`src/hdl/terminal_decoder_defines.svh`:
```
// Offsets, field positions, reset values and function codes of the input terminal decoder.
// Assumes a 32-bit Wishbone register bus with byte addresses.
`ifndef TERMINAL_DECODER_DEFINES_SVH
`define TERMINAL_DECODER_DEFINES_SVH

`define FUNC_LO_OFS 8'h00
`define FUNC_HI_OFS 8'h04
`define CTRL_OFS 8'h08
`define STATUS_OFS 8'h0C

`define CTRL_POL_BIT 0
`define CTRL_CMD_LSB 2
`define CTRL_STOP_LSB 4
`define CTRL_COMM_LSB 8
`define CTRL_MAIN_LSB 16
`define STATUS_CLASH_BIT 8

`define POL_RESET 1'h1
`define CMD_RESET 2'h0
`define STOP_RESET 2'h0
`define COMM_RESET 2'h0
`define MAIN_RESET 4'h0

`define FN_NONE 7'h00
`define FN_PID_PAUSE 7'h1D
`define FN_PID_CLEAR 7'h1E
`define FN_PID_HOLD 7'h1F
`define FN_SEL1 7'h22
`define FN_SEL2 7'h23
`define FN_SEL3 7'h24
`define FN_SEL4 7'h25
`define FN_CMD_KEYPAD 7'h26
`define FN_CMD_TERMINAL 7'h27
`define FN_CMD_COMM 7'h28
`define FN_REV_INHIBIT 7'h2A
`define FN_EXT_STOP 7'h2C
`define FN_MAX 7'h48
`define MAIN_MAX 4'h8

`endif

```
`src/hdl/terminal_decoder_pkg.sv`:
```
// Types shared by the input terminal decoder files.
// Assumes the defines header is compiled alongside.
package terminal_decoder_pkg;

    typedef logic [7:0][6:0] term_codes_t;

    typedef enum logic [1:0] {
        CMD_KEYPAD = 2'h0,
        CMD_TERMINAL = 2'h1,
        CMD_COMM = 2'h2
    } cmd_channel_t;

    typedef enum logic [3:0] {
        REF_PARAM = 4'h0,
        REF_ANALOG_ONE = 4'h1,
        REF_ANALOG_TWO = 4'h2,
        REF_PULSE = 4'h3,
        REF_PLC = 4'h4,
        REF_MULTI_SPEED = 4'h5,
        REF_PID = 4'h6,
        REF_MODBUS = 4'h7,
        REF_FIELDBUS = 4'h8
    } ref_channel_t;

    typedef struct packed {
        logic pause;
        logic clear;
        logic int_hold;
    } pid_ctrl_t;

    typedef struct packed {
        logic coast_stop;
        logic zero_freq;
        logic ext_stop;
        logic [1:0] stop_mode;
    } run_ctrl_t;

endpackage : terminal_decoder_pkg

```
`src/hdl/terminal_sync.sv`:
```
// Two-stage synchroniser bank for the digital input terminals.
// Assumes the terminal pins are asynchronous to clock_i.
`timescale 1ns/10ps
`default_nettype none

module terminal_sync
(
    input wire logic clock_i,
    input wire logic rst_i,
    input wire logic [7:0] pin_i,
    output logic [7:0] level_o
);

    logic [7:0] meta;

    genvar g;
    generate
        for (g = 0; g < 8; g++)
        begin : gen_sync
            // Only the second stage reads the first one.
            always_ff @(posedge clock_i)
            begin
                // Reset to the high idle level of low-active terminals, so no false activity follows reset.
                if (rst_i)
                begin
                    meta[g] <= 1'h1;
                    level_o[g] <= 1'h1;
                end
                else
                begin
                    meta[g] <= pin_i[g];
                    level_o[g] <= meta[g];
                end
            end
        end
    endgenerate

endmodule : terminal_sync

`default_nettype wire

```
`src/hdl/terminal_decoder.sv`:
```
// Decoder of the multi-function input terminals for PID, reference, command channel and stop functions.
// Assumes a classic Wishbone master and run status inputs from logic on the same clock.
//
// The Wishbone interface to the registers and the placing of the registers are this design's own decisions.
`timescale 1ns/10ps
`default_nettype none
`include "terminal_decoder_defines.svh"

module terminal_decoder
    import terminal_decoder_pkg::*;
(
    input wire logic clock_i,
    input wire logic rst_i,
    input wire logic wb_cyc_i,
    input wire logic wb_stb_i,
    input wire logic wb_we_i,
    input wire logic [7:0] wb_adr_i,
    input wire logic [3:0] wb_sel_i,
    input wire logic [31:0] wb_dat_i,
    output logic [31:0] wb_dat_o,
    output logic wb_ack_o,
    input wire logic [7:0] term_pin_i,
    input wire logic rev_req_i,
    input wire logic running_i,
    input wire logic running_rev_i,
    output pid_ctrl_t pid_o,
    output ref_channel_t main_ref_o,
    output cmd_channel_t cmd_channel_o,
    output logic [1:0] comm_method_o,
    output run_ctrl_t run_o
);

    ////////////////////////////////////////////////////////////////////////////////////////////////
    // Decoding helpers.

    // Reports whether any active terminal carries the given function code.
    function automatic logic fn_active(input term_codes_t codes, input logic [7:0] act, input logic [6:0] code);
        logic hit;
        hit = 1'h0;
        for (int k = 0; k < 8; k++)
        begin
            if (codes[k] == code && act[k])
            begin
                hit = 1'h1;
            end
        end
        return hit;
    endfunction : fn_active

    // Reports whether terminal idx shares its nonzero code with another terminal.
    function automatic logic code_clash(input term_codes_t codes, input int idx);
        logic hit;
        hit = 1'h0;
        for (int k = 0; k < 8; k++)
        begin
            if (k != idx && codes[k] == codes[idx] && codes[idx] != `FN_NONE)
            begin
                hit = 1'h1;
            end
        end
        return hit;
    endfunction : code_clash

    ////////////////////////////////////////////////////////////////////////////////////////////////
    // Registers and state.

    term_codes_t codes;
    logic polarity;
    cmd_channel_t cmd_cfg;
    logic [1:0] stop_mode;
    logic [1:0] comm_method;
    logic [3:0] main_param;
    logic clash_flag;
    logic use_terminal;
    logic [3:0] sel_prev;
    logic rev_req_q;
    logic rev_hold;
    logic [7:0] active;

    ////////////////////////////////////////////////////////////////////////////////////////////////
    // Terminal inputs.

    wire [7:0] level;

    terminal_sync u_sync
    (
        .clock_i(clock_i),
        .rst_i(rst_i),
        .pin_i(term_pin_i),
        .level_o(level)
    );

    wire [7:0] next_active = polarity ? ~level : level;

    always_ff @(posedge clock_i)
    begin
        if (rst_i)
        begin
            active <= 8'h00;
        end
        else
        begin
            active <= next_active;
        end
    end

    ////////////////////////////////////////////////////////////////////////////////////////////////
    // Wishbone slave.

    wire req = wb_cyc_i & wb_stb_i;
    wire wr = req & wb_we_i & wb_ack_o;
    wire hit_lo = wb_adr_i == `FUNC_LO_OFS;
    wire hit_hi = wb_adr_i == `FUNC_HI_OFS;
    wire hit_ctrl = wb_adr_i == `CTRL_OFS;
    wire hit_status = wb_adr_i == `STATUS_OFS;
    wire [7:0] byte_wr = {{4{wr & hit_hi}} & wb_sel_i, {4{wr & hit_lo}} & wb_sel_i};
    wire ctrl_wr = wr & hit_ctrl;
    wire status_wr = wr & hit_status;

    term_codes_t cand;
    wire [7:0] refuse;

    genvar g;
    generate
        for (g = 0; g < 8; g++)
        begin : gen_code
            assign cand[g] = byte_wr[g] ? wb_dat_i[(g % 4) * 8 +: 7] : codes[g];
            assign refuse[g] = byte_wr[g] & (code_clash(cand, g) | (cand[g] > `FN_MAX));
            always_ff @(posedge clock_i)
            begin
                if (rst_i)
                begin
                    codes[g] <= `FN_NONE;
                end
                else if (byte_wr[g] & ~refuse[g])
                begin
                    codes[g] <= cand[g];
                end
            end
        end
    endgenerate

    wire [31:0] func_lo_rd = {1'h0, codes[3], 1'h0, codes[2], 1'h0, codes[1], 1'h0, codes[0]};
    wire [31:0] func_hi_rd = {1'h0, codes[7], 1'h0, codes[6], 1'h0, codes[5], 1'h0, codes[4]};
    wire [31:0] ctrl_rd = {12'h000, main_param, 6'h00, comm_method, 2'h0, stop_mode, cmd_cfg, 1'h0, polarity};
    // Status fields from bit 0: active terminals, clash flag, run flags, PID, main reference, channel.
    wire [2:0] run_flags = {run_o.coast_stop, run_o.zero_freq, run_o.ext_stop};
    wire [31:0] status_rd = {8'h00, cmd_channel_o, main_ref_o, pid_o, run_flags, 3'h0, clash_flag, active};
    wire [31:0] next_rd = hit_lo ? func_lo_rd :
                          hit_hi ? func_hi_rd :
                          hit_ctrl ? ctrl_rd :
                          hit_status ? status_rd : 32'h00000000;

    always_ff @(posedge clock_i)
    begin
        if (rst_i)
        begin
            wb_ack_o <= 1'h0;
            wb_dat_o <= 32'h00000000;
        end
        else
        begin
            wb_ack_o <= req & ~wb_ack_o;
            wb_dat_o <= next_rd;
        end
    end

    // Control register; each byte lane updates on its own.
    always_ff @(posedge clock_i)
    begin
        if (rst_i)
        begin
            polarity <= `POL_RESET;
            cmd_cfg <= cmd_channel_t'(`CMD_RESET);
            stop_mode <= `STOP_RESET;
            comm_method <= `COMM_RESET;
            main_param <= `MAIN_RESET;
        end
        else
        begin
            if (ctrl_wr & wb_sel_i[0])
            begin
                polarity <= wb_dat_i[`CTRL_POL_BIT];
                cmd_cfg <= cmd_channel_t'(wb_dat_i[`CTRL_CMD_LSB +: 2]);
                stop_mode <= wb_dat_i[`CTRL_STOP_LSB +: 2];
            end
            if (ctrl_wr & wb_sel_i[1])
            begin
                comm_method <= wb_dat_i[`CTRL_COMM_LSB +: 2];
            end
            if (ctrl_wr & wb_sel_i[2])
            begin
                main_param <= wb_dat_i[`CTRL_MAIN_LSB +: 4];
            end
        end
    end

    // Clash flag: a new clash wins over a write-one clear.
    wire next_clash = (|refuse) | (clash_flag & ~(status_wr & wb_sel_i[1] & wb_dat_i[`STATUS_CLASH_BIT]));

    always_ff @(posedge clock_i)
    begin
        if (rst_i)
        begin
            clash_flag <= 1'h0;
        end
        else
        begin
            clash_flag <= next_clash;
        end
    end

    ////////////////////////////////////////////////////////////////////////////////////////////////
    // Function decoding.

    wire pause_on = fn_active(codes, active, `FN_PID_PAUSE);
    wire clear_on = fn_active(codes, active, `FN_PID_CLEAR);
    wire hold_on = fn_active(codes, active, `FN_PID_HOLD);
    wire keypad_on = fn_active(codes, active, `FN_CMD_KEYPAD);
    wire terminal_on = fn_active(codes, active, `FN_CMD_TERMINAL);
    wire comm_on = fn_active(codes, active, `FN_CMD_COMM);
    wire inhibit_on = fn_active(codes, active, `FN_REV_INHIBIT);
    wire ext_stop_on = fn_active(codes, active, `FN_EXT_STOP);

    wire [3:0] sel_code = {fn_active(codes, active, `FN_SEL4), fn_active(codes, active, `FN_SEL3),
                           fn_active(codes, active, `FN_SEL2), fn_active(codes, active, `FN_SEL1)};

    wire param_wr = ctrl_wr & wb_sel_i[2];
    wire sel_changed = sel_code != sel_prev;
    wire next_use_terminal = param_wr ? 1'h0 : (sel_changed ? 1'h1 : use_terminal);

    always_ff @(posedge clock_i)
    begin
        if (rst_i)
        begin
            use_terminal <= 1'h0;
            sel_prev <= 4'h0;
        end
        else
        begin
            use_terminal <= next_use_terminal;
            sel_prev <= sel_code;
        end
    end

    // Code zero or out of range falls back to the parameter.
    wire sel_valid = sel_code != 4'h0 && sel_code <= `MAIN_MAX;
    wire param_valid = main_param <= `MAIN_MAX;
    wire [3:0] param_ref = param_valid ? main_param : 4'h0;
    wire [3:0] next_main = (next_use_terminal && sel_valid) ? sel_code : param_ref;

    wire [1:0] cfg_code = (cmd_cfg == CMD_COMM || cmd_cfg == CMD_TERMINAL) ? cmd_cfg : 2'h0;
    wire [1:0] next_cmd = keypad_on ? 2'h0 :
                          terminal_on ? 2'h1 :
                          comm_on ? 2'h2 : cfg_code;

    ////////////////////////////////////////////////////////////////////////////////////////////////
    // Reverse inhibit and external stop.

    wire rev_rise = rev_req_i & ~rev_req_q;

    wire next_rev_hold = rev_req_i & (rev_hold | (rev_rise & inhibit_on));

    wire next_coast = inhibit_on & running_rev_i & ~next_rev_hold;

    wire next_ext_stop = ext_stop_on & running_i;

    always_ff @(posedge clock_i)
    begin
        if (rst_i)
        begin
            rev_req_q <= 1'h0;
            rev_hold <= 1'h0;
        end
        else
        begin
            rev_req_q <= rev_req_i;
            rev_hold <= next_rev_hold;
        end
    end

    ////////////////////////////////////////////////////////////////////////////////////////////////
    // Registered outputs.

    always_ff @(posedge clock_i)
    begin
        if (rst_i)
        begin
            pid_o <= '0;
            main_ref_o <= REF_PARAM;
            cmd_channel_o <= CMD_KEYPAD;
            comm_method_o <= `COMM_RESET;
            run_o <= '0;
        end
        else
        begin
            pid_o.pause <= pause_on;
            pid_o.clear <= clear_on;
            pid_o.int_hold <= hold_on;
            main_ref_o <= ref_channel_t'(next_main);
            cmd_channel_o <= cmd_channel_t'(next_cmd);
            comm_method_o <= comm_method;
            run_o.coast_stop <= next_coast;
            run_o.zero_freq <= next_rev_hold;
            run_o.ext_stop <= next_ext_stop;
            run_o.stop_mode <= stop_mode;
        end
    end

endmodule : terminal_decoder

`default_nettype wire

```
`config.mk`:
```
export PLATFORM = sky130hd
export DESIGN_NAME = terminal_decoder
export DESIGN_NICKNAME = d
export VERILOG_FILES = /design/src/hdl/terminal_decoder_pkg.sv /design/src/hdl/terminal_sync.sv /design/src/hdl/terminal_decoder.sv
export VERILOG_INCLUDE_DIRS = /design/src /design/src/hdl
export SDC_FILE = /design/constraint.sdc
export NUM_CORES = 1
export LEC_CHECK = 0
export ABC_AREA = 0
export BUFFER_PORTS_ARGS = -buffer_cell sky130_fd_sc_hd__buf_4
export CAP_MARGIN = 0
export CORE_UTILIZATION = 42
export DETAILED_ROUTE_END_ITERATION = 16
export PLACE_DENSITY = 0.62
export RECOVER_POWER = 25
export SYNTH_ARGS = -nofsm -noshare
export SYNTH_HDL_FRONTEND = slang
export SYNTH_SLANG_ARGS = --single-unit
```
`constraint.sdc`:
```
create_clock -name clock_i -period 9.8 [get_ports clock_i]
set_clock_uncertainty 0.2 [all_clocks]
set_input_delay 1.47 -clock clock_i [delete_from_list [all_inputs] [get_ports clock_i]]
set_output_delay 1.47 -clock clock_i [all_outputs]
set_load 0.01 [all_outputs]
```
[Yosys cells after proc, flatten, opt, wreduce, memory -nomap -nowiden]
Index checks and enable logic that the tools add are counted.
Word-level totals
  bits in registers: 147
  bits of input ports: 60
  output and inout port bits: 49
  word-level logic and storage cells: 621
Operators by class
  order comparisons: 10
  equal/unequal tests: 158
  muxes and demuxes: 172
  bitwise gates (word level): 62
  reduce and logical (&&, ||, !) cells: 170
Operators by type and width (count)
  equality test 7 x 6 -> 1 bit, second input constant: 72
  equality test 7 bit: 56
  equality test 7 x 5 -> 1 bit, second input constant: 24
  two-way mux 1 bit: 155
  logical AND 1 bit: 154
  two-way mux 31 bit: 2
  greater-than comparator 7 bit, second input constant: 8
  two-way mux 7 bit: 8
  nonzero test 7 bit: 8
  two-way mux 24 bit: 2
  AND 1 bit: 36
  equality test 8 x 4 -> 1 bit, second input constant: 2
  inverter 1 bit: 13
  OR 1 bit: 10
  AND 4 bit: 2
  equality test 8 x 3 -> 1 bit, second input constant: 1
  less-or-equal comparator 4 bit, second input constant: 2
  zero test 8 bit: 1
  two-way mux 4 bit: 2
  two-way mux 8 bit: 1
  inverter 8 bit: 1
  OR reduction 8 bit: 1
  OR reduction 5 bit: 1
  two-way mux 2 bit: 2
  8 further kinds: 8

[Longest topological paths before layout]
Gate-level depths: netlist (run 1).
  depth after elaboration: 19
  depth in mapped cells: 16
  gate-level depth less buffers: 12

[Modules after synthesis]
Synthesis (run 1) repeated with hierarchy kept, for this count alone.
Unflattened totals
  cells, all modules: 1157
  area, all modules: 10242.3 um^2
Modules (own cells, without submodules)
  terminal_decoder: times used 1, cells each 1124, area an instance 9810.7 um^2, seq. area each 2602.5 um^2
  terminal_sync: times used 1, cells each 33, area an instance 431.7 um^2, seq. area each 320.3 um^2

[Worst setup path before layout (run 1)]
OpenSTA, ideal clock, no wires.
  path kind: input port to flip-flop
  from: in wb_adr_i[3]
  to: reg codes[10] in the netlist's numbering
  arrival time: 4.719 ns
  path slack: 4.754 ns
  stages on the path: 15
  cell sequence: buf_4 nor4_4 nand4_2 buf_4 mux2i_1 buf_2 xor2_1 nor4_1 or4_1 nor4_2 nand4_1 a31oi_2 buf_6 mux2i_1 nor2_1
On the way
  cells in the longest elaborated chain, start to end: 17
RTL lines
  from (decl): line terminal_decoder.sv:17  | input wire logic [7:0] wb_adr_i,
  zero test 8 bit (no source line)
  AND 1 bit: line terminal_decoder.sv:116  | wire [7:0] byte_wr = {{4{wr & hit_hi}} & wb_sel_i, {4{wr & hit_lo}} & wb_sel_i};
  AND 4 bit: line terminal_decoder.sv:116
  two-way mux 7 bit: line terminal_decoder.sv:127  | assign cand[g] = byte_wr[g] ? wb_dat_i[(g % 4) * 8 +: 7] : codes[g];
  equality test 7 bit / nonzero test 7 bit (equally long branches)
  logical AND 1 bit (no source line)
  two-way mux 1 bit (7 in a row): line terminal_decoder.sv:56  | if (k != idx && codes[k] == codes[idx] && codes[idx] != `FN_NONE)
  OR 1 bit: line terminal_decoder.sv:128  | assign refuse[g] = byte_wr[g] & (code_clash(cand, g) | (cand[g] > `FN_MAX));
  AND 1 bit: line terminal_decoder.sv:128
  inverter 1 bit: line terminal_decoder.sv:135  | else if (byte_wr[g] & ~refuse[g])
  AND 1 bit: line terminal_decoder.sv:135
  to (signal, indexed assignment): line terminal_decoder.sv:133  | codes[g] <= `FN_NONE;
  to (signal, indexed assignment): line terminal_decoder.sv:137  | codes[g] <= cand[g];
  to (decl): line terminal_decoder.sv:67  | term_codes_t codes;
Parallel ways exist; a longest one is shown, timed or not.
A chain may end at the register's enable or synchronous reset.

[Worst setup path in the final report (run 1)]
  from: in wb_adr_i[2]
  to: reg codes[10] in the netlist's numbering
Same word-level chain as after synthesis.

==> Flow_metrics.wiki, run 1 <==
{| class="wikitable"
! Metric !! Value
|-
| Outcome || finished with violations
|-
| Violations in the final reports || capacitance limit, slew limit
|-
| Ratio of final minimum period to clock period || 70.0%
|-
| Adder-cell share of the synthesized area || 0%
|-
| Fraction of synthesis flops using an asynchronous set or reset pin || 0%
|-
| Category of the most critical setup path || input pin to flop
|-
| Required time at the endpoint of the critical path || 9810 ps
|-
| Fraction of final layout cells with drive strength greater than 1 || 16.3%
|-
| Number of global-route vias before repair || 8606
|-
| Starting density of the core || 42.9%
|-
| Critical Path End Type || flop
|-
| Initial antenna violation count || 0
|-
| Number of rows created at floorplan || 56
|-
| Mean cell area of the mapped netlist || roughly 8.5 µm²
|-
| Placement-stage worst setup slack || 2760 ps
|-
| CTS max path bufs || 2
|-
| Simple-gate share of the synthesized area || between 20 and 30%
|-
| Area contributors post-synth || sky130_fd_sc_hd__dfxtp_1, sky130_fd_sc_hd__xnor2_1, sky130_fd_sc_hd__xor2_1, sky130_fd_sc_hd__mux2i_1, sky130_fd_sc_hd__mux2i_2
|-
| Total area of sequential cells || 2920 µm²
|-
| Count of pins over their slew limit || 51
|-
| Most used DFF post-synth || sky130_fd_sc_hd__dfxtp_1
|-
| Max Cap Viol || 1
|-
| Post-Synthesis Cell Area || 10100 µm²
|-
| Number of buffers added for setup after CTS || 0
|-
| Area of combinational cells with multiple inputs || 6760 µm²
|-
| Setup crit start kind || input pin
|-
| Clock Pin Slew Worst Setup and Hold Paths || around 70 ps
|-
| Area leader, netlist || sky130_fd_sc_hd__dfxtp_1
|-
| Final antenna-violating net count || 0
|-
| Total count of hold-check failures in the final report || 0
|-
| Worst Tran Pin Value || 2360 ps
|-
| Setup-failing EPs final || 0
|-
| Flop and latch count out of synthesis || 146
|-
| Mux share of post-synthesis cell area || roughly 14%
|-
| Number of hold buffers added after CTS || 0
|-
| Dominant combinational cell family by area after synthesis || simple AND/OR/NAND/NOR gates
|-
| Initial DRT Pass Iterations || 5
|-
| Routed wire length || 34900 µm
|-
| Number of distinct library cells after synthesis || 66
|-
| Layout overhead on the synthesized area || 14.7%
|-
| I/O pins || 109
|-
| Die Y-Extent || 157 µm
|-
| Number of buffers added by the clock tree synthesis step || 17
|-
| Leakage || 4.48 nW
|-
| Fraction of the mapped netlist area in compound gates || around a tenth
|-
| Unrepaired setup endpoints after global routing || no
|-
| HPWL after DPL || between 20000 and 30000 µm
|-
| Vias || 9344
|-
| Routed WL per cell || 22.0 µm
|-
| Core Area || 23500 µm²
|-
| Largest net degree at the start of global routing || 78
|-
| Largest vdd supply drop || 0.0000967 V
|-
| CTS H-Tree Depth || 4
|-
| Wire length of the first global-routing pass || 52200 µm
|-
| Initial drt markers || 996
|-
| Floorplan die area || 24600 µm²
|-
| Final sum of negative setup slack || 0 ps
|-
| Post-route minimum period || 6860 ps
|-
| Post-synthesis net count || 1242
|-
| Portion of the post-synthesis area used by sequential elements || around 29%
|-
| Grt ovf || 0
|-
| TritonCTS Sinks || roughly 150
|-
| Total number of yosys warnings || 0
|-
| Power Density || 115 nW/µm²
|-
| X dimension of the die || around 160 µm
|-
| Max-slew headroom at the worst pin || -57.3%
|-
| CTS Root Cell || sky130_fd_sc_hd__clkbuf_16
|-
| Worst-Skew Late Latency || 430 ps
|-
| Number of enable-type register cells in the synthesized netlist || 0
|-
| Highest fanout seen on the critical path || 26
|-
| Antenna diode instance count || 0
|-
| Fill cell total of the finished layout || 2333
|-
| Post-synthesis xor/xnor area fraction || 18.2%
|-
| Post_cts resized || 0
|-
| TritonCTS clock tree || done
|-
| Overall fraction of global-route tracks in use || about 28%
|-
| Max Clk Rate || 146 MHz
|-
| Arrival time worst endpoint || around 6900 ps
|-
| Total Nets Final || 1312
|-
| Worst setup margin || 2940 ps
|-
| Weighted congestion at the end of routability-driven global placement || ~0.95
|-
| Ratio of routed vias to standard cells || 5.90
|-
| Synth Instances || 1182
|-
| Fraction of synthesized cell area taken by the top area cell type || 29.0%
|-
| Drc violations || 0
|-
| Hold/Removal Path Class || flop to flop
|-
| Buffers added on ports || 103
|}
-- per-layer routing --
| metal | part of all wire (%) | up-vias | global-route usage [%] |
|---|---|---|---|
| met5 | 0 | - | 0 |
| met4 | 1.8 | 0 | 7.94 |
| met3 | 7.0 | 54 | 3.71 |
| met2 | 46 | 403 | 44.8 |
| met1 | 45 | 4538 | 40.4 |
| li1 | - | 4349 | - |
-- cell usage in the layout (no fill, tap or decap), types with 25 or more instances in the layout --
cell type                  instances
sky130_fd_sc_hd__a21oi_1          42
sky130_fd_sc_hd__buf_4            80
sky130_fd_sc_hd__clkbuf_1         39
sky130_fd_sc_hd__dfxtp_1         146
sky130_fd_sc_hd__inv_1            25
sky130_fd_sc_hd__mux2i_1          64
sky130_fd_sc_hd__mux2i_2          39
sky130_fd_sc_hd__nand2_1          62
sky130_fd_sc_hd__nand3_1          39
sky130_fd_sc_hd__nand4_1          43
sky130_fd_sc_hd__nor2_1          127
sky130_fd_sc_hd__nor3_1           36
sky130_fd_sc_hd__nor4_1           50
sky130_fd_sc_hd__xnor2_1         126
sky130_fd_sc_hd__xor2_1           83
-- where the power goes --
part           leakage [nW]  switching, mW  internal [mW]  total (mW)
combinational          2.99         0.0357         0.0238      0.0596
sequential             1.18        0.00231          0.597       0.600
clock                 0.301          0.322          0.350       0.672
total                  4.48          0.360          0.971        1.33
-- final cells by class --
| class | count | area share, % |
|---|---|---|
| clock buffer | 17 | 3.68 |
| clock inverter | 15 | 1.72 |
| inverter | 25 | 0.813 |
| multi-input combinational | 943 | 58.5 |
| sequential | 146 | 25.3 |
| tap | 319 | 3.46 |
| timing repair buffer | 119 | 6.47 |
-- cell families after synthesis --
| logic type | after synthesis |
|---|---|
| other | 1 |
| AND/OR/NAND/NOR | 476 |
| XOR/XNOR | 209 |
| buffers and inverters | 93 |
| AO/OA/AOI/OAI | 141 |
| flip-flops | 146 |
| multiplexers | 116 |
-- Yosys cell counts (all sizes together) (14+ instances only) --
library cell,number
a211oi,23
a21oi,43
buf,20
clkbuf,48
dfxtp,146
inv,25
mux2i,110
nand2,62
nand2b,14
nand3,39
nand4,44
nor2,131
nor3,36
nor4,53
or2,23
xnor2,126
xor2,83
-- path summary, 6_finish.rpt --
kind                  startpoint           endpoint  slack [ps]  cells after the start
setup / recovery     wb_adr_i[2]          codes[10]        2940                     13
setup reg to reg        wb_ack_o          codes[10]        4100                     12
hold / removal    u_sync.meta[1]  u_sync.level_o[1]         210                      1
hold reg to reg   u_sync.meta[1]  u_sync.level_o[1]         210                      1
-- per-stage QoR --
stage	std cells	total power [mW]	utilization, %	cell area [µm²]	hold slack, ps
floorplan	1182	0.638	-	10100	189
global placement	1552	0.673	47.2	11100	195
detailed placement	1552	0.673	47.2	11100	196
CTS	1584	1.34	49.8	11700	215
global route	1584	1.38	49.2	11500	229
finish	1584	1.33	49.2	11500	212
-- registers in the layout, summed over array words and instances, names as in the netlist, 2 cells and up --
name	count
active	8
cmd_cfg	2
cmd_channel_o	2
codes	56
comm_method	2
comm_method_o	2
main_param	4
main_ref_o	4
pid_o	3
run_o	5
sel_prev	4
stop_mode	2
u_sync.level_o	8
u_sync.meta	8
wb_dat_o	31
-- critical path: stages --
cell and delay (ps):
sky130_fd_sc_hd__buf_4 380, sky130_fd_sc_hd__nor4b_2 630, sky130_fd_sc_hd__nand4_1 740, sky130_fd_sc_hd__mux2i_1 1060, sky130_fd_sc_hd__xnor2_1 150, sky130_fd_sc_hd__nand4_1 120, sky130_fd_sc_hd__nor4_1 80, sky130_fd_sc_hd__or4_1 520
sky130_fd_sc_hd__nor4_2 450, sky130_fd_sc_hd__nand4_1 170, sky130_fd_sc_hd__a31oi_2 750, sky130_fd_sc_hd__mux2i_1 280, sky130_fd_sc_hd__nor2_1 60
Note: power is estimated with default switching activity, not from simulation.
==> run 2: changes to the inputs <==
Settings changed: ABC_AREA 0 to 1, PLACE_DENSITY 0.62 to 0.64.
Clock period 9.8 ns to 6.15 ns, I/O delays scaled along.
==> Flow_metrics.wiki, run 2 <==
{| class="wikitable"
! Metric !! Value
|-
| Outcome || finished with violations
|-
| Violations in the final reports || capacitance limit, slew limit
|-
| TritonCTS clock tree || done
|-
| Ratio of routed vias to standard cells || 5.74 (-2.7%)
|-
| Final core area utilization || 47.9% (-1.3 points)
|-
| Layout overhead on the synthesized area || 12.3%
|-
| Slowest cell on the critical path || sky130_fd_sc_hd__o21ai_2
|-
| Initial antenna violation count || 3 (+3)
|-
| Cells along the critical path || buf_4 -> nand2_1 -> nor2_4 -> nand3_1 -> o21ai_2 -> nand2_1 -> nand2_1 -> nor2_1 -> nand2_1 -> nor2_1 -> nor2_1 -> nand2_1 -> nand2_1 -> nand2_1 -> nand2_1 -> nand2_1 -> nor2_1 -> nand3_1 -> nand2_1 -> inv_1
|-
| Commonest cells after routing, fill and taps aside || sky130_fd_sc_hd__nand2_1, sky130_fd_sc_hd__inv_1, sky130_fd_sc_hd__nor2_1, sky130_fd_sc_hd__dfxtp_1, sky130_fd_sc_hd__nand4_1
|-
| Core Area || 27700 µm² (+18%)
|-
| Number of hold buffers added after CTS || 0 (unchanged)
|-
| Clock Pin Slew Worst Setup and Hold Paths || 70 ps (about the same)
|-
| Most common cell after layout, fill and taps aside || sky130_fd_sc_hd__nand2_1
|-
| Number of rows created at floorplan || 61 (+8.9%)
|-
| Post_cts resized || 0 (unchanged)
|-
| Worst-Skew Late Latency || 450 ps (+20 ps)
|-
| Largest stage delay, worst path || 910 ps (-150 ps)
|-
| Max Cap Viol || 1 (unchanged)
|-
| Total Nets Final || 2215 (+69%)
|-
| Total count of hold-check failures in the final report || 0 (unchanged)
|-
| CTS max path bufs || 2 (unchanged)
|-
| Largest register FFs || 56 (unchanged)
|-
| TritonCTS Sinks || 146 (unchanged)
|-
| Number of distinct library cells after synthesis || 50 (-24%)
|-
| Area leader, netlist || sky130_fd_sc_hd__nand2_1
|-
| Most used DFF post-synth || sky130_fd_sc_hd__dfxtp_1
|-
| Die Y-Extent || 170 µm (+8.2%)
|-
| Count of pins over their slew limit || 60 (+18%)
|-
| CTS H-Tree Depth || 4 (unchanged)
|-
| Final sum of negative setup slack || 0 ps (unchanged)
|-
| Required time at the endpoint of the critical path || 6280 ps (-3530 ps)
|-
| Setup-failing EPs final || 0 (unchanged)
|-
| Max Clk Rate || about 220 MHz
|-
| Category of the most critical setup path || input pin to flop
|-
| Routed wire length || 55000 µm (+58%)
|-
| Fraction of final layout cells with drive strength greater than 1 || 9.09% (-7.2 points)
|-
| Critical Path End Type || flop
|-
| Ratio of final minimum period to clock period || 75.5%
|-
| Weighted congestion at the end of routability-driven global placement || 1.03 (+8.6%)
|-
| I/O pins || 109 (unchanged)
|-
| Largest net degree at the start of global routing || 86 (+10%)
|-
| Portion of the post-synthesis area used by sequential elements || 24.7% (-4.3 points)
|-
| Initial drt markers || 1639 (+65%)
|-
| Top layer used by detailed routing || met5
|-
| Unrepaired setup endpoints after global routing || no
|-
| Power Density || 160 nW/µm² (+38%)
|-
| Wire length of the first global-routing pass || 80700 µm (+55%)
|-
| Overall fraction of global-route tracks in use || 38.0% (+9.6 points)
|-
| Synth cell count leaders || sky130_fd_sc_hd__nand2_1, sky130_fd_sc_hd__inv_1, sky130_fd_sc_hd__nor2_1, sky130_fd_sc_hd__dfxtp_1, sky130_fd_sc_hd__nand4_1
|-
| Largest vdd supply drop || 0.000194 V (+100%)
|-
| Flop and latch count out of synthesis || 146 (unchanged)
|-
| Max-slew headroom at the worst pin || -77.6% (-20 points)
|-
| Fraction of synthesized cell area taken by the top area cell type || 30.7% (+1.6 points)
|-
| Buffers added on ports || 103 (unchanged)
|-
| Buffer and inverter count on the worst path || 2 (+1)
|-
| Number of buffers added for setup after CTS || 0 (unchanged)
|-
| HPWL after DPL || 42500 µm (+63%)
|-
| Number of enable-type register cells in the synthesized netlist || 0 (unchanged)
|-
| Grt ovf || 0 (unchanged)
|-
| Post-synthesis net count || 2161 (+74%)
|-
| Highest fanout seen on the critical path || 22 (-15%)
|-
| Total number of yosys warnings || 0 (unchanged)
|-
| Largest registers || codes (56), wb_dat_o (31)
|-
| Most flops, register || codes
|-
| Synth Instances || 2101 (+78%)
|-
| Area contributors post-synth || sky130_fd_sc_hd__nand2_1, sky130_fd_sc_hd__dfxtp_1, sky130_fd_sc_hd__inv_1, sky130_fd_sc_hd__nand4_1, sky130_fd_sc_hd__nor2_1
|-
| Fraction of synthesis flops using an asynchronous set or reset pin || 0% (unchanged)
|-
| Most prevalent standard cell on the critical path || sky130_fd_sc_hd__nand2_1
|-
| CTS Root Cell || sky130_fd_sc_hd__clkbuf_16
|-
| Kind of cell adding the most delay to the critical path || simple AND/OR/NAND/NOR gates
|-
| Vias || 14600 (+57%)
|-
| Mean cell area of the mapped netlist || 5.62 µm² (-34%)
|-
| Floorplan die area || 28800 µm² (+17%)
|-
| Met1 layer wirelength in the final routing || 23600 µm (+49%)
|-
| Leakage || 6.71 nW (+50%)
|-
| Number of global-route vias before repair || 12800 (+49%)
|-
| Wire length on met3 || 4900 µm (+100%)
|-
| Starting density of the core || 42.7% (-0.25 points)
|-
| Setup crit start kind || input pin
|-
| Routed WL per cell || 21.6 µm (-2.0%)
|-
| Arrival time worst endpoint || 4780 ps (-2090 ps)
|-
| Routed length on met2 || 24700 µm (+55%)
|-
| Post-Synthesis Cell Area || 11800 µm² (+17%)
|-
| Cell with the most instances after synthesis || sky130_fd_sc_hd__nand2_1
|-
| X dimension of the die || 170 µm (+8.2%)
|-
| Final antenna-violating net count || 0 (unchanged)
|-
| Hold/Removal Path Class || flop to flop
|-
| Post-route minimum period || 4640 ps
|-
| Fill cell total of the finished layout || 3065 (+31%)
|-
| Worst Tran Pin Value || 2660 ps (+304 ps)
|-
| Initial DRT Pass Iterations || 7 (+2)
|-
| Number of buffers added by the clock tree synthesis step || 17 (unchanged)
|-
| Drc violations || 0 (unchanged)
|}
[run 2: cell families (layout without fill, tap and decap cells)]
logic type / after synthesis / count (layout) / share of synthesized area (%)
simple gates: 1405 / 1405 / 50.3
compound gates: 240 / 240 / 12.8
xor+xnor: 31 / 31 / 2.30
other cells: 1 / 2 / 0.0317
flops: 146 / 146 / 24.7
buf+inv: 278 / 345 / 9.83
[run 2: stage by stage]
stage	hold slack [ps]	total power, mW	setup WS (ps)	cells	area, µm²
2_1_floorplan	189	1.03	2950	2101	11800
3_3_place_gp	192	1.08	1240	2514	12800
3_5_place_dp	193	1.08	1240	2514	12800
4_1_cts	204	2.13	1700	2546	13300
5_1_grt	217	2.18	1270	2547	13300
6_report	206	2.12	1510	2547	13300
[run 2: final timing paths]
path                                startpoint           endpoint  slack (ps)  depth (start not counted)
worst max-delay path                  wb_cyc_i         clash_flag        1510                         20
worst max register to register        wb_ack_o         clash_flag        1730                         19
worst min register to register  u_sync.meta[3]  u_sync.level_o[3]         210                          1
worst min-delay path            u_sync.meta[3]  u_sync.level_o[3]         210                          1
[run 2: layout make-up]
type	count	area [µm²]	share of cell area, %
multi-input cells	1677	7730	58.3
flip-flops and latches	146	2920	22.0
repair buffers	112	795	5.99
inverters	201	754	5.68
well taps	378	473	3.56
clock buffers	17	425	3.21
clock inverters	15	165	1.24
diodes	1	2.50	0.0189
[run 2: per-layer routing]
layer	global-route usage (%)	vias to the layer above
li1	-	6909
met1	51.0	6835
met2	60.6	773
met3	6.83	107
met4	13.9	2
met5	0	-
[run 2: power breakdown]
| part | switching (mW) | internal [mW] |
|---|---|---|
| registers | 0.00406 | 0.952 |
| logic | 0.0649 | 0.0368 |
| clock network | 0.482 | 0.579 |
| total | 0.551 | 1.57 |
==> run 3: changes to the inputs <==
Settings changed: PLACE_DENSITY 0.64 to 0.62.
Clock period 6.15 ns to 4.5 ns, I/O delays scaled along.
==> Flow_metrics.wiki, run 3 (synthesized netlist as in run 2, its figures left out) <==
{| class="wikitable"
! Metric !! Value
|-
| Outcome || finished with violations
|-
| Violations in the final reports || capacitance limit, slew limit
|-
| X dimension of the die || 170 µm (unchanged)
|-
| Number of hold buffers added after CTS || 0 (unchanged)
|-
| Clock Pin Slew Worst Setup and Hold Paths || 70 ps (about the same)
|-
| Max Cap Viol || 1 (unchanged)
|-
| TritonCTS Sinks || 146 (unchanged)
|-
| Wire length of the first global-routing pass || 82000 µm (+1.6%)
|-
| Vias || 14600 (-0.13%)
|-
| Starting density of the core || 42.7% (unchanged)
|-
| Cell area after layout || 13600 µm² (+2.8%)
|-
| Power Density || 216 nW/µm² (+35%)
|-
| Max Clk Rate || ~260 MHz
|-
| Final antenna-violating net count || 0 (unchanged)
|-
| Post_cts resized || 0 (unchanged)
|-
| Number of buffers added by the clock tree synthesis step || 17 (unchanged)
|-
| Worst-Skew Late Latency || 460 ps (about the same)
|-
| Final sum of negative setup slack || 0 ps (unchanged)
|-
| Grt ovf || 0 (unchanged)
|-
| Number of global-route vias before repair || 13200 (+3.2%)
|-
| TritonCTS clock tree || done
|-
| Post-route minimum period || 3880 ps
|-
| CTS max path bufs || 2 (unchanged)
|-
| Initial drt markers || 1777 (+8.4%)
|-
| Routed wire length || 55700 µm (+1.4%)
|-
| Die Y-Extent || 170 µm (unchanged)
|-
| Ratio of routed vias to standard cells || 5.64 (-1.9%)
|-
| Ratio of final minimum period to clock period || roughly 86%
|-
| Worst Tran Pin Value || 2590 ps (-72.6 ps)
|-
| Total count of hold-check failures in the final report || 0 (unchanged)
|-
| Most common cell after layout, fill and taps aside || sky130_fd_sc_hd__nand2_1
|-
| Overall fraction of global-route tracks in use || 38.8% (+0.77 points)
|-
| Category of the most critical setup path || input pin to flop
|-
| Leakage || 6.93 nW (+3.3%)
|-
| Post-DP Area || 13100 µm² (+2.8%)
|-
| Fill cell total of the finished layout || 3070 (+0.16%)
|-
| Worst setup margin || 623 ps (-885 ps)
|-
| Setup crit start kind || input pin
|-
| Number of cells in the finished layout apart from fillers || 2592 (+1.8%)
|-
| Initial DRT Pass Iterations || 7 (unchanged)
|-
| Critical Path End Type || flop
|-
| CTS Root Cell || sky130_fd_sc_hd__clkbuf_16
|-
| I/O pins || 109 (unchanged)
|-
| Number of rows created at floorplan || 61 (unchanged)
|-
| Total Nets Final || 2259 (+2.0%)
|-
| Fraction of final layout cells with drive strength greater than 1 || 10.8% (+1.8 points)
|-
| Unrepaired setup endpoints after global routing || no
|-
| Arrival time worst endpoint || 3900 ps (-880 ps)
|-
| Largest vdd supply drop || 0.000234 V (+21%)
|-
| Routed WL per cell || 21.5 µm (-0.38%)
|-
| Initial antenna violation count || 1 (-2)
|-
| Commonest cells after routing, fill and taps aside || sky130_fd_sc_hd__nand2_1, sky130_fd_sc_hd__inv_1, sky130_fd_sc_hd__nor2_1, sky130_fd_sc_hd__dfxtp_1, sky130_fd_sc_hd__buf_4
|-
| Setup-failing EPs final || 0 (unchanged)
|-
| Weighted congestion at the end of routability-driven global placement || 1.06 (+3.0%)
|-
| Final core area utilization || 49.3% (+1.4 points)
|-
| Number of buffers added for setup after CTS || 0 (unchanged)
|-
| Hold/Removal Path Class || input pin to flop
|-
| HPWL after DPL || 42900 µm (+0.97%)
|-
| Count of pins over their slew limit || 59 (-1.7%)
|-
| Largest registers || codes (56), wb_dat_o (31)
|-
| Setup slack on the worst flop-to-flop path || 850 ps (-880 ps)
|-
| Placement-stage worst setup slack || 331 ps (-909 ps)
|-
| Buffers added on ports || 103 (unchanged)
|-
| Core Area || 27700 µm² (unchanged)
|-
| Drc violations || 0 (unchanged)
|-
| Layout overhead on the synthesized area || 15.5%
|-
| Floorplan die area || 28800 µm² (unchanged)
|-
| Most flops, register || codes
|-
| Largest register FFs || 56 (unchanged)
|-
| Required time at the endpoint of the critical path || 4520 ps (-1760 ps)
|-
| Max-slew headroom at the worst pin || -72.7% (+4.8 points)
|-
| CTS H-Tree Depth || 4 (unchanged)
|-
| Cell Count Post-Placement || 2558 (+1.8%)
|-
| Largest net degree at the start of global routing || 59 (-31%)
|-
| Highest fanout seen on the critical path || 16 (-27%)
|}
run 3: changes by cell type in the layout (fill, tap and decap cells not counted), moves of 2 or more:
cell,previous run,this run
sky130_fd_sc_hd__clkinv_4,3,0
sky130_fd_sc_hd__inv_8,7,5
sky130_fd_sc_hd__buf_12,2,4
sky130_fd_sc_hd__inv_6,2,5
sky130_fd_sc_hd__clkinv_8,0,3
sky130_fd_sc_hd__buf_4,91,132
run 3: through the flow:
| step | total power, mW | hold WS [ps] |
|---|---|---|
| 6_report | 2.95 | 199 |
| 5_1_grt | 3.03 | 197 |
| 3_3_place_gp | 1.47 | 195 |
| 4_1_cts | 2.95 | 204 |
| 3_5_place_dp | 1.48 | 198 |
| 2_1_floorplan | 1.40 | 189 |
run 3: path summary, 6_finish.rpt:
path | from | end | cells after the start
max | wb_adr_i[1] | codes[48] | 21
max reg2reg | wb_ack_o | clash_flag | 23
min | term_pin_i[0] | u_sync.meta[0] | 2
min reg2reg | u_sync.meta[3] | u_sync.level_o[3] | 1
run 3: area by class of cell:
class	count	area [µm²]	share of cell area, %
flip-flops and latches	146	2920	21.4
clock buffers	17	425	3.12
multi-input cells	1677	7730	56.7
well taps	378	473	3.47
repair buffers	156	1150	8.40
diodes	2	5.00	0.0367
clock inverters	15	186	1.37
inverters	201	754	5.53
run 3: worst max-delay path, cell delays in order:
cell                       delay [ps]
sky130_fd_sc_hd__buf_4            110
sky130_fd_sc_hd__nor2_2           150
sky130_fd_sc_hd__nand2_1          150
sky130_fd_sc_hd__nor2_8           330
sky130_fd_sc_hd__buf_4            290
sky130_fd_sc_hd__nand4_1          110
sky130_fd_sc_hd__nand2_1          510
sky130_fd_sc_hd__nand2_1          110
sky130_fd_sc_hd__nand2_1           90
sky130_fd_sc_hd__inv_1             40
sky130_fd_sc_hd__nand2_1           80
sky130_fd_sc_hd__nor2_1            80
sky130_fd_sc_hd__nand2_1          100
sky130_fd_sc_hd__nand2_1          110
sky130_fd_sc_hd__nor2_1           190
sky130_fd_sc_hd__nand2_1           90
sky130_fd_sc_hd__nand2_1          100
sky130_fd_sc_hd__buf_4            120
sky130_fd_sc_hd__nand3_2          200
sky130_fd_sc_hd__nor2_1           200
sky130_fd_sc_hd__a211oi_2          50
run 3: report_power, final:
part           internal [mW]  switching, mW  leakage (nW)
clock                  0.801          0.700         0.297
sequential              1.30        0.00573          1.18
combinational         0.0523         0.0906          5.46
run 3: layer usage:
metal  up-vias  track usage (%)  share of wire, %
li1       7008                -                 -
met1      6651             50.9                42
met2       816             61.9                45
met3       132             8.47                10
met4         0             14.5               3.5
met5         -                0                 0
